$ cat config.mk
export PLATFORM = sky130hd
export DESIGN_NAME = dcst_spacing_timer
export DESIGN_NICKNAME = d
export VERILOG_FILES = /design/src/rtl/dcst_pkg.sv /design/src/rtl/dcst_gap_timer.sv /design/src/rtl/dcst_spacing_timer.sv
export SDC_FILE = /design/constraint.sdc
export NUM_CORES = 1
export LEC_CHECK = 0
export BUFFER_PORTS_ARGS = -buffer_cell sky130_fd_sc_hd__buf_4
export CAP_MARGIN = 20
export CORE_MARGIN = 2
export CORE_UTILIZATION = 58
export CTS_CLUSTER_DIAMETER = 120
export DETAILED_ROUTE_END_ITERATION = 10
export PLACE_DENSITY = 0.77
export SYNTH_ARGS = -nofsm -noshare
export SYNTH_HDL_FRONTEND = slang
export SYNTH_HIERARCHICAL = 1
export SYNTH_SLANG_ARGS = --single-unit
$ cat constraint.sdc
create_clock -name CLK -period 6.5 [get_ports CLK]
set_input_delay 1.3 -clock CLK [delete_from_list [all_inputs] [get_ports CLK]]
set_output_delay 1.3 -clock CLK [all_outputs]
set_load 0.02 [all_outputs]
$ cat src/rtl/dcst_pkg.sv
// command-spacing timer package: command codes, states, timing counts, and cycle conversion functions
// assumes a single 50 MHz clock shared by the timer and the memory command path
//
// What this block does
// - two cycles after mode set before anything
// - self refresh exit: row cycle plus 10ns before non-read
// - self refresh exit: 200 cycles before read
// - precharge power-down exit: 2 cycles before non-read
// - fast active power-down exit: 2 cycles before read
// - slow active exit: 7-AL or 6-AL before read
// - clock runs setup+period+hold after enable drops
// - clock enable held three cycles each level
// - refresh every 7.8 us up to 85 C
// - refresh every 3.9 us above 85 C
// - mode bit 12 picks fast or slow exit
// - never more than eight refreshes owed
package dcst_pkg;
  localparam int CLK_PERIOD_PS = 20000;
  localparam int CW = 8;

  typedef enum logic [3:0] {
    DCST_NOP = 4'h0, DCST_MRS = 4'h1, DCST_DRIVE_MRS = 4'h2, DCST_READ = 4'h3,
    DCST_OTHER = 4'h4, DCST_REFRESH = 4'h5, DCST_SR_ENTER = 4'h6, DCST_SR_EXIT = 4'h7,
    DCST_PD_PRE_ENTER = 4'h8, DCST_PD_ACT_ENTER = 4'h9, DCST_PD_EXIT = 4'ha
  } dcst_cmd_t;

  typedef enum logic [3:0] {
    DCST_ACTIVE = 4'b0001, DCST_PD_PRE = 4'b0010, DCST_PD_ACT = 4'b0100,
    DCST_SELFREF = 4'b1000
  } dcst_state_t;

  // cycles for a least time given in ps, never under one
  function automatic int ceil_cyc(input int ps);
    int c;
    c = (ps + CLK_PERIOD_PS - 1) / CLK_PERIOD_PS;
    return (c < 1) ? 1 : c;
  endfunction

  // cycles for a longest time given in ns, never under one
  function automatic int floor_cyc_ns(input int ns);
    int c;
    c = (ns * 1000) / CLK_PERIOD_PS;
    return (c < 1) ? 1 : c;
  endfunction

  // a gap of n cycles loads n-1 so the next command may go at cycle n
  function automatic logic [CW-1:0] gap_load(input int n);
    return (n > 0) ? CW'(n - 1) : '0;
  endfunction

  localparam int MODE_SET_GAP_CK = 2;
  localparam int CALIBRATION_OUTPUT_DELAY_PS = 12000;
  localparam int TERMINATION_OUTPUT_DELAY_PS = 12000;
  localparam int DRIVE_OUTPUT_DELAY_CK = ceil_cyc(CALIBRATION_OUTPUT_DELAY_PS > 
    TERMINATION_OUTPUT_DELAY_PS ? CALIBRATION_OUTPUT_DELAY_PS : TERMINATION_OUTPUT_DELAY_PS);
  localparam int REFRESH_ROW_CYCLE_PS = 197500;
  localparam int SELFREF_EXTRA_PS = 10000;
  localparam int SELFREF_EXIT_NONREAD_GAP_CK =
    ceil_cyc(REFRESH_ROW_CYCLE_PS + SELFREF_EXTRA_PS);
  localparam int SELFREF_EXIT_READ_GAP_CK = 200;
  localparam int PRECHARGE_PD_EXIT_GAP_CK = 2;
  localparam int ACTIVE_PD_FAST_EXIT_GAP_CK = 2;
  localparam int ACTIVE_PD_SLOW_BASE_FAST_GRADE = 7;
  localparam int ACTIVE_PD_SLOW_BASE_SLOW_GRADE = 6;
  localparam int INPUT_SETUP_PS = 200;
  localparam int INPUT_HOLD_PS = 275;
  localparam int CLOCK_HOLD_AFTER_ENABLE_DROP_CK =
    ceil_cyc(INPUT_SETUP_PS + CLK_PERIOD_PS + INPUT_HOLD_PS);
  localparam int ENABLE_MIN_PULSE_CK = 3;
  localparam int REFRESH_INTERVAL_NORMAL_NS = 7800;
  localparam int REFRESH_INTERVAL_HOT_NS = 3900;
  localparam int REFRESH_INTERVAL_NORMAL_CK = floor_cyc_ns(REFRESH_INTERVAL_NORMAL_NS);
  localparam int REFRESH_INTERVAL_HOT_CK = floor_cyc_ns(REFRESH_INTERVAL_HOT_NS);
  localparam int REFRESH_OWED_MAX = 8;
  localparam logic [3:0] OWED_RESET = 4'h0;
  localparam int REFI_W = 9;
  localparam int MODE_EXIT_BIT = 12;
endpackage

$ cat src/rtl/dcst_gap_timer.sv
// one down-counting gap timer: loaded on its triggering event, busy until zero
// assumes load and value come from logic on the same clock
`timescale 1ns/1ps
module dcst_gap_timer
  import dcst_pkg::*;
(
  // clock and reset
  input wire logic CLK,
  input wire logic SYS_RST,
  // load
  input wire logic load,
  input wire logic [dcst_pkg::CW-1:0] load_value,
  // status
  output logic busy
);
  typedef struct packed {
    logic [CW-1:0] cnt;
  } dcst_gap_st_t;

  dcst_gap_st_t st_reg;
  dcst_gap_st_t st_next;

  always_comb begin
    st_next = st_reg;
    if (load) begin
      st_next.cnt = load_value;
    end else if (st_reg.cnt != '0) begin
      st_next.cnt = st_reg.cnt - 1'b1;
    end
  end

  always_ff @(posedge CLK) begin
    if (SYS_RST) begin
      st_reg <= '0;
    end else begin
      st_reg <= st_next;
    end
  end

  assign busy = (st_reg.cnt != '0);
endmodule

$ cat src/rtl/dcst_spacing_timer.sv
// host-side command spacing and power-state timer for a double-data-rate memory
// assumes requests come from same-clock logic; the temperature flag is a pin
`timescale 1ns/1ps
module dcst_spacing_timer
  import dcst_pkg::*;
(
  // clock and reset
  input wire logic CLK,
  input wire logic SYS_RST,
  // configuration
  input wire logic [2:0] ADDITIVE_LATENCY,
  input wire logic SPEED_FAST,
  input wire logic TEMP_HIGH,
  // request
  input wire logic REQ_VALID,
  input wire dcst_pkg::dcst_cmd_t REQ_CMD,
  input wire logic REQ_A12,
  output logic REQ_READY,
  // memory side
  output logic MEM_CMD_VALID,
  output dcst_pkg::dcst_cmd_t MEM_CMD,
  output logic MEM_A12,
  output logic MEM_CKE,
  output logic MEM_CLK_RUN,
  // status
  output logic REQ_REJECT,
  output logic DRIVE_SETTLED,
  output logic REFRESH_DUE,
  output logic REFRESH_URGENT,
  output dcst_pkg::dcst_state_t POWER_STATE
);
  typedef struct packed {
    dcst_state_t state;
    logic cke;
    logic clk_run;
    logic cmd_valid;
    dcst_cmd_t cmd;
    logic a12;
    logic slow_exit;
    logic reject;
    logic temp_s1;
    logic temp_s2;
    logic [REFI_W-1:0] refi_cnt;
    logic [3:0] owed;
  } dcst_st_t;

  dcst_st_t st_reg;
  dcst_st_t st_next;

  // gap timers: mode set, non-read, read, clock enable, clock hold and drive output
  logic mrs_busy, nonread_busy, read_busy, cke_busy, hold_busy, drive_busy;
  logic ld_mrs, ld_nonread, ld_read, ld_cke, ld_hold, ld_drive;
  logic [CW-1:0] v_nonread, v_read;

  dcst_gap_timer u_mrs (.CLK(CLK), .SYS_RST(SYS_RST), .load(ld_mrs),
    .load_value(gap_load(MODE_SET_GAP_CK)), .busy(mrs_busy));
  dcst_gap_timer u_nonread (.CLK(CLK), .SYS_RST(SYS_RST), .load(ld_nonread),
    .load_value(v_nonread), .busy(nonread_busy));
  dcst_gap_timer u_read (.CLK(CLK), .SYS_RST(SYS_RST), .load(ld_read),
    .load_value(v_read), .busy(read_busy));
  dcst_gap_timer u_cke (.CLK(CLK), .SYS_RST(SYS_RST), .load(ld_cke),
    .load_value(gap_load(ENABLE_MIN_PULSE_CK)), .busy(cke_busy));
  dcst_gap_timer u_hold (.CLK(CLK), .SYS_RST(SYS_RST), .load(ld_hold),
    .load_value(gap_load(CLOCK_HOLD_AFTER_ENABLE_DROP_CK)), .busy(hold_busy));
  dcst_gap_timer u_drive (.CLK(CLK), .SYS_RST(SYS_RST), .load(ld_drive),
    .load_value(gap_load(DRIVE_OUTPUT_DELAY_CK)), .busy(drive_busy));

  // slow active exit read gap, clamped at zero
  logic [3:0] slow_base;
  logic [3:0] slow_gap;
  always_comb begin
    slow_base = SPEED_FAST ? 4'(ACTIVE_PD_SLOW_BASE_FAST_GRADE)
                           : 4'(ACTIVE_PD_SLOW_BASE_SLOW_GRADE);
    slow_gap = (slow_base > {1'b0, ADDITIVE_LATENCY}) ?
               (slow_base - {1'b0, ADDITIVE_LATENCY}) : 4'h0;
  end

  // acceptance
  logic is_exit, is_enter, is_read, is_nonread, legal, clear, accept, urgent;
  always_comb begin
    is_exit = (REQ_CMD == DCST_SR_EXIT) || (REQ_CMD == DCST_PD_EXIT);
    is_enter = (REQ_CMD == DCST_SR_ENTER) || (REQ_CMD == DCST_PD_PRE_ENTER) ||
               (REQ_CMD == DCST_PD_ACT_ENTER);
    is_read = (REQ_CMD == DCST_READ);
    is_nonread = !is_read && !is_exit && (REQ_CMD != DCST_NOP);
    urgent = (st_reg.owed == 4'(REFRESH_OWED_MAX));
    case (st_reg.state)
      DCST_ACTIVE: legal = !is_exit;
      DCST_SELFREF: legal = (REQ_CMD == DCST_SR_EXIT);
      DCST_PD_PRE, DCST_PD_ACT: legal = (REQ_CMD == DCST_PD_EXIT);
      default: legal = 1'b0;
    endcase
    clear = !mrs_busy;
    if (is_read && read_busy) begin
      clear = 1'b0;
    end
    if (is_nonread && nonread_busy) begin
      clear = 1'b0;
    end
    if ((is_enter || is_exit) && cke_busy) begin
      clear = 1'b0;
    end
    if (urgent && legal && st_reg.state == DCST_ACTIVE && REQ_CMD != DCST_REFRESH) begin
      clear = 1'b0;
    end
    REQ_READY = !legal || clear;
    accept = REQ_VALID && legal && clear;
  end

  always_comb begin
    st_next = st_reg;
    st_next.cmd_valid = 1'b0;
    st_next.reject = REQ_VALID && !legal;
    st_next.temp_s1 = TEMP_HIGH;
    st_next.temp_s2 = st_reg.temp_s1;
    ld_mrs = 1'b0;
    ld_nonread = 1'b0;
    ld_read = 1'b0;
    ld_cke = 1'b0;
    ld_hold = 1'b0;
    ld_drive = 1'b0;
    v_nonread = '0;
    v_read = '0;
    // refresh interval tick by temperature range
    if (st_reg.state == DCST_SELFREF) begin
      st_next.refi_cnt = '0;
    end else if ((st_reg.temp_s2 && st_reg.refi_cnt >= REFI_W'(REFRESH_INTERVAL_HOT_CK - 1)) ||
                 st_reg.refi_cnt >= REFI_W'(REFRESH_INTERVAL_NORMAL_CK - 1)) begin
      st_next.refi_cnt = '0;
      if (!urgent) begin
        st_next.owed = st_reg.owed + 1'b1;
      end
    end else begin
      st_next.refi_cnt = st_reg.refi_cnt + 1'b1;
    end
    // in self refresh only, the clock stops once the hold after the enable drop has run out
    if (st_reg.state == DCST_SELFREF && !st_reg.cke && !hold_busy && !ld_hold) begin
      st_next.clk_run = 1'b0;
    end
    if (accept && REQ_CMD != DCST_NOP) begin
      st_next.cmd_valid = 1'b1;
      st_next.cmd = REQ_CMD;
      st_next.a12 = REQ_A12;
      case (REQ_CMD)
        DCST_MRS: begin
          ld_mrs = 1'b1;
          st_next.slow_exit = REQ_A12;
        end
        DCST_DRIVE_MRS: begin
          ld_mrs = 1'b1;
          ld_drive = 1'b1;
        end
        DCST_REFRESH: begin
          if (st_reg.owed != OWED_RESET && !(st_next.owed != st_reg.owed)) begin
            st_next.owed = st_reg.owed - 1'b1;
          end else if (st_next.owed != st_reg.owed) begin
            st_next.owed = st_reg.owed;
          end
        end
        DCST_SR_ENTER: begin
          st_next.state = DCST_SELFREF;
          st_next.cke = 1'b0;
          st_next.owed = OWED_RESET;
          ld_cke = 1'b1;
          ld_hold = 1'b1;
        end
        DCST_PD_PRE_ENTER: begin
          st_next.state = DCST_PD_PRE;
          st_next.cke = 1'b0;
          ld_cke = 1'b1;
        end
        DCST_PD_ACT_ENTER: begin
          st_next.state = DCST_PD_ACT;
          st_next.cke = 1'b0;
          ld_cke = 1'b1;
        end
        DCST_SR_EXIT: begin
          st_next.state = DCST_ACTIVE;
          st_next.cke = 1'b1;
          st_next.clk_run = 1'b1;
          ld_cke = 1'b1;
          ld_nonread = 1'b1;
          v_nonread = gap_load(SELFREF_EXIT_NONREAD_GAP_CK);
          ld_read = 1'b1;
          v_read = gap_load(SELFREF_EXIT_READ_GAP_CK);
        end
        DCST_PD_EXIT: begin
          st_next.state = DCST_ACTIVE;
          st_next.cke = 1'b1;
          ld_cke = 1'b1;
          if (st_reg.state == DCST_PD_PRE) begin
            ld_nonread = 1'b1;
            v_nonread = gap_load(PRECHARGE_PD_EXIT_GAP_CK);
          end else if (st_reg.slow_exit) begin
            ld_read = 1'b1;
            v_read = gap_load(int'(slow_gap));
          end else begin
            ld_read = 1'b1;
            v_read = gap_load(ACTIVE_PD_FAST_EXIT_GAP_CK);
          end
        end
        default: begin
          st_next.cmd = REQ_CMD;
        end
      endcase
    end
  end

  always_ff @(posedge CLK) begin
    if (SYS_RST) begin
      st_reg <= '{state: DCST_ACTIVE, cke: 1'b1, clk_run: 1'b1, cmd_valid: 1'b0,
                  cmd: DCST_NOP, a12: 1'b0, slow_exit: 1'b0, reject: 1'b0,
                  temp_s1: 1'b0, temp_s2: 1'b0, refi_cnt: '0, owed: OWED_RESET};
    end else begin
      st_reg <= st_next;
    end
  end

  assign MEM_CMD_VALID = st_reg.cmd_valid;
  assign MEM_CMD = st_reg.cmd;
  assign MEM_A12 = st_reg.a12;
  assign MEM_CKE = st_reg.cke;
  assign MEM_CLK_RUN = st_reg.clk_run;
  assign REQ_REJECT = st_reg.reject;
  assign DRIVE_SETTLED = !drive_busy;
  assign REFRESH_DUE = (st_reg.owed != OWED_RESET);
  assign REFRESH_URGENT = (st_reg.owed == 4'(REFRESH_OWED_MAX));
  assign POWER_STATE = st_reg.state;
endmodule

==> results.tsv <==
stage	metric	value	unit
setup_path	r2r_slack	2.75	ns
cts	tritoncts	done	
setup_path	crit_chain	buf_4 > nand4b_1 > nand3_1 > and3_1 > a21o_1 > buf_4	
logic_synthesis	yosysTopAreaCell	dfxtp_1	
cts	cts_sinks	76	
timing	rsz0062_at_grt	no	
pwr	p_total	2084	uW
logic_synthesis	synth_cell_type_count	75	
cts	ctsHoldBuffers	0	
timing	fmax	252.6	MHz
timing	finalWorstSetupSlack	2.541	ns
setup_path	path_class	input port to output port	
cts	cts_root_buffer	clkbuf_8	
pwr	p_int	1273	uW
floorplan	fp-row-count	33	
logic_synthesis	async_flop_share	0	%
setup_path	r2r_end	u_nonread/st_reg[7]$_SDFFE_PP0P_	
setup_path	reg2regPathDepth	11	
timing	drv_slew	0	
status	status	completed	
pwr	p_switching	811.8	uW
pwr	peakVddDrop	0.0001993	V
logic_synthesis	yosys-top-cells-area	dfxtp_1 31%, ha_1 4.8%, nor2_1 3.9%, nand2_1 3.7%, a21oi_1 3.5%	
placement	dpl_cell_area	5258	um2
floorplan	start_util	59.91	%
pwr	netSwitchingFraction	38.95	%
floorplan	core_area	8258	um2
logic_synthesis	synth_most_common_cell	dfxtp_1	
logic_synthesis	yosysSeqAreaShare	30.75	%
logic_synthesis	syn_inst	582	
logic_synthesis	synth_commonest_cells	76 x dfxtp_1, 52 x nor2_1, 49 x nand2_1, 45 x inv_1, 35 x a21oi_1	
floorplan	die_y	96.36	um
logic_synthesis	synth-compound-area-share	17.60	%
logic_synthesis	synth_ff_type	dfxtp_1	
setup_path	critPathLaunchType	input port	
setup_path	crit_fanout	21	
logic_synthesis	synth_top_area_share	30.75	%
cells_and_area	design_area	5439	um2
hold_path	hold_path_startpoint	st_next[13]$_SDFF_PP0_	
timing	setup_viol	0	
global_route	grt_pass1_vias	3909	
setup_path	r2r-start	u_nonread/st_reg[4]$_SDFFE_PP0P_	
route	avgRoutedWirePerCell	14.21	um
flow_run	drv_cap	0	
floorplan	die_w	96.36	um
route	routed_via_density	5.661	
global_route	grt_usage	23.93	%
timing	period_share	60.91	%
setup_path	cp_common_cell	buf_4	
logic_synthesis	synth_simple_gate_area_share	28.07	%
setup_path	cp_slowest_cell	nand4b_1	
cells_and_area	drive_gt1_share	15.19	%
hold_path	holdCritPathClass	flip-flop to flip-flop	
setup_path	critPathCaptureType	output port	
route	dr.pass1.iters	4	
floorplan	die_area	9284	um2
timing	timing.clock.skew	0.005552	ns
global_route	antenna_found_initial	0	
cts	htree_levels	3	
cts	insertion_delay	0.35	ns
pwr	p_clk_share	16.7	%
route	route.detailed.drc	0	
floorplan	io_pins	30	
cts	cts_made_buffers	9	
cells_and_area	diodes	0	
cells_and_area	final_nets	660	
placement	gp_congestion	0.9179	
logic_synthesis	synth_edf_count	0	
logic_synthesis	muxShareOfSynthArea	4.805	%
logic_synthesis	synth_adder_area_share	4.805	%
timing	slew_headroom	50.07	%
cts	cts.clk_slew.worst_paths	0.08	ns
pwr	power.share.sequential	35.1	%
global_route	grt_pass1_wl	17.71	mm
cells_and_area	area_growth	9.939	%
logic_synthesis	syn_avg_cell_area	8.500	um2
route	route.vias.total	4172	
logic_synthesis	synth-seq-cells	76	
logic_synthesis	synth_top_family_by_area	simple AND/OR/NAND/NOR gates	
cts	post-cts-setup-buffer-count	0	
logic_synthesis	synth_area	4947	um2
placement	io_buffer_count	29	
global_route	grt_max_degree	81	
logic_synthesis	synth_xor_area_share	6.196	%
placement	dp_slack	2.556	ns
route	drt_iter0_markers	188	
timing	worst_pin_slew	0.7489	ns
route	ant_nets	0	
cells_and_area	fillerInstances	744	
setup_path	slowest_delay	0.37	ns
timing	whs	0.4572	ns
logic_synthesis	ys_warn_count	6	
setup_path	required	5.20	ns
placement	dp_hpwl	7.698	mm
cells_and_area	largest_reg_flops	15	
cts	clk_path_buf_depth	2	
timing	min_period	3.959	ns
timing	hold_viol	0	
cts	post_cts_resized	0	
route	route.final.wire_length	10.47	mm
hold_path	whs_endpoint	st_reg[13]$_SDFF_PP0_	
pwr	p_leak	0.002167	uW
timing	tns	0	ns
global_route	grt_overflow	0	
setup_path	cp.arrival	2.66	ns
pwr	power_density	383.2	nW/um2
hold_path	whs_path_depth	1	
pwr	combPwrFrac	48.3	%
critical path: cells and delay by family:
family | cells | cell delay, ns
AND/OR/NAND/NOR | 3 | 0.89
buffers and inverters | 2 | 0.32
AO/OA/AOI/OAI | 1 | 0.15
layer usage:
metal / vias up / share of wire (%) / track usage [%]
met5: - / 0 / 0
met4: 0 / 1.2 / 8.099
met3: 14 / 5.1 / 3.524
met2: 93 / 48 / 40.74
met1: 1921 / 46 / 30.92
li1: 2144 / - / -
final cells by class:
| type | instances | area (um2) | share of cell area (%) |
|---|---|---|---|
| repair buffers | 30 | 225.2 | 4.141 |
| inverters | 51 | 191.4 | 3.520 |
| well taps | 105 | 131.4 | 2.415 |
| flip-flops and latches | 76 | 1521 | 27.97 |
| clock buffers | 10 | 127.6 | 2.346 |
| clock inverters | 5 | 53.80 | 0.9892 |
| multi-input cells | 460 | 3188 | 58.62 |
power groups by stage:
stage | Clock [uW] | Sequential (uW) | Combinational (uW)
4_1_cts | 355 | 731 | 1010
6_report | 348 | 731 | 1010
2_1_floorplan | 0 | 711 | 842
3_5_place_dp | 0 | 742 | 1000
3_3_place_gp | 0 | 734 | 967
5_1_grt | 374 | 753 | 1120
cells in the final DEF, fill, tap and decap left out, types with 8 or more instances in the layout:
cell type  count
or4_1          8
o21bai_1      12
nor2_1        52
nor3_1        10
nand2_1       49
inv_1         45
buf_4         30
dfxtp_1       76
o21ai_0       10
xor2_1        19
mux2i_1       17
nor4_1         9
conb_1        39
xnor2_1       16
ha_1          19
a21oi_1       35
o32ai_1       18
clkbuf_8       9
nand3_1       19
o22ai_1        8
through the flow:
step | cells | utilization, %
after global routing | 737 | 65.86
after floorplan | 619 | -
after detailed placement | 722 | 63.67
after CTS | 737 | 65.86
final | 737 | 65.86
after global placement | 722 | 63.67
logic make-up (layout without fill, tap and decap cells):
family          Yosys count  after routing
fa+ha+maj                19             19
other cells               2             39
buf+inv                  83             96
simple gates            222            222
compound gates          122            122
xor+xnor                 35             35
flops                    76             76
mux                      23             23
how the worst max path moves through the flow:
stage / startpoint / to / slack (ns)
after global placement: REQ_CMD[3] / REQ_READY / 2.61
after detailed placement: REQ_CMD[3] / REQ_READY / 2.56
after CTS: REQ_CMD[3] / REQ_READY / 2.55
after global routing: REQ_CMD[3] / REQ_READY / 2.47
after floorplan: REQ_CMD[3] / u_cke/st_reg[0]$_SDFFE_PP0P_ / 2.77
final: REQ_CMD[3] / REQ_READY / 2.54
Note: power is estimated with default switching activity, not from simulation.
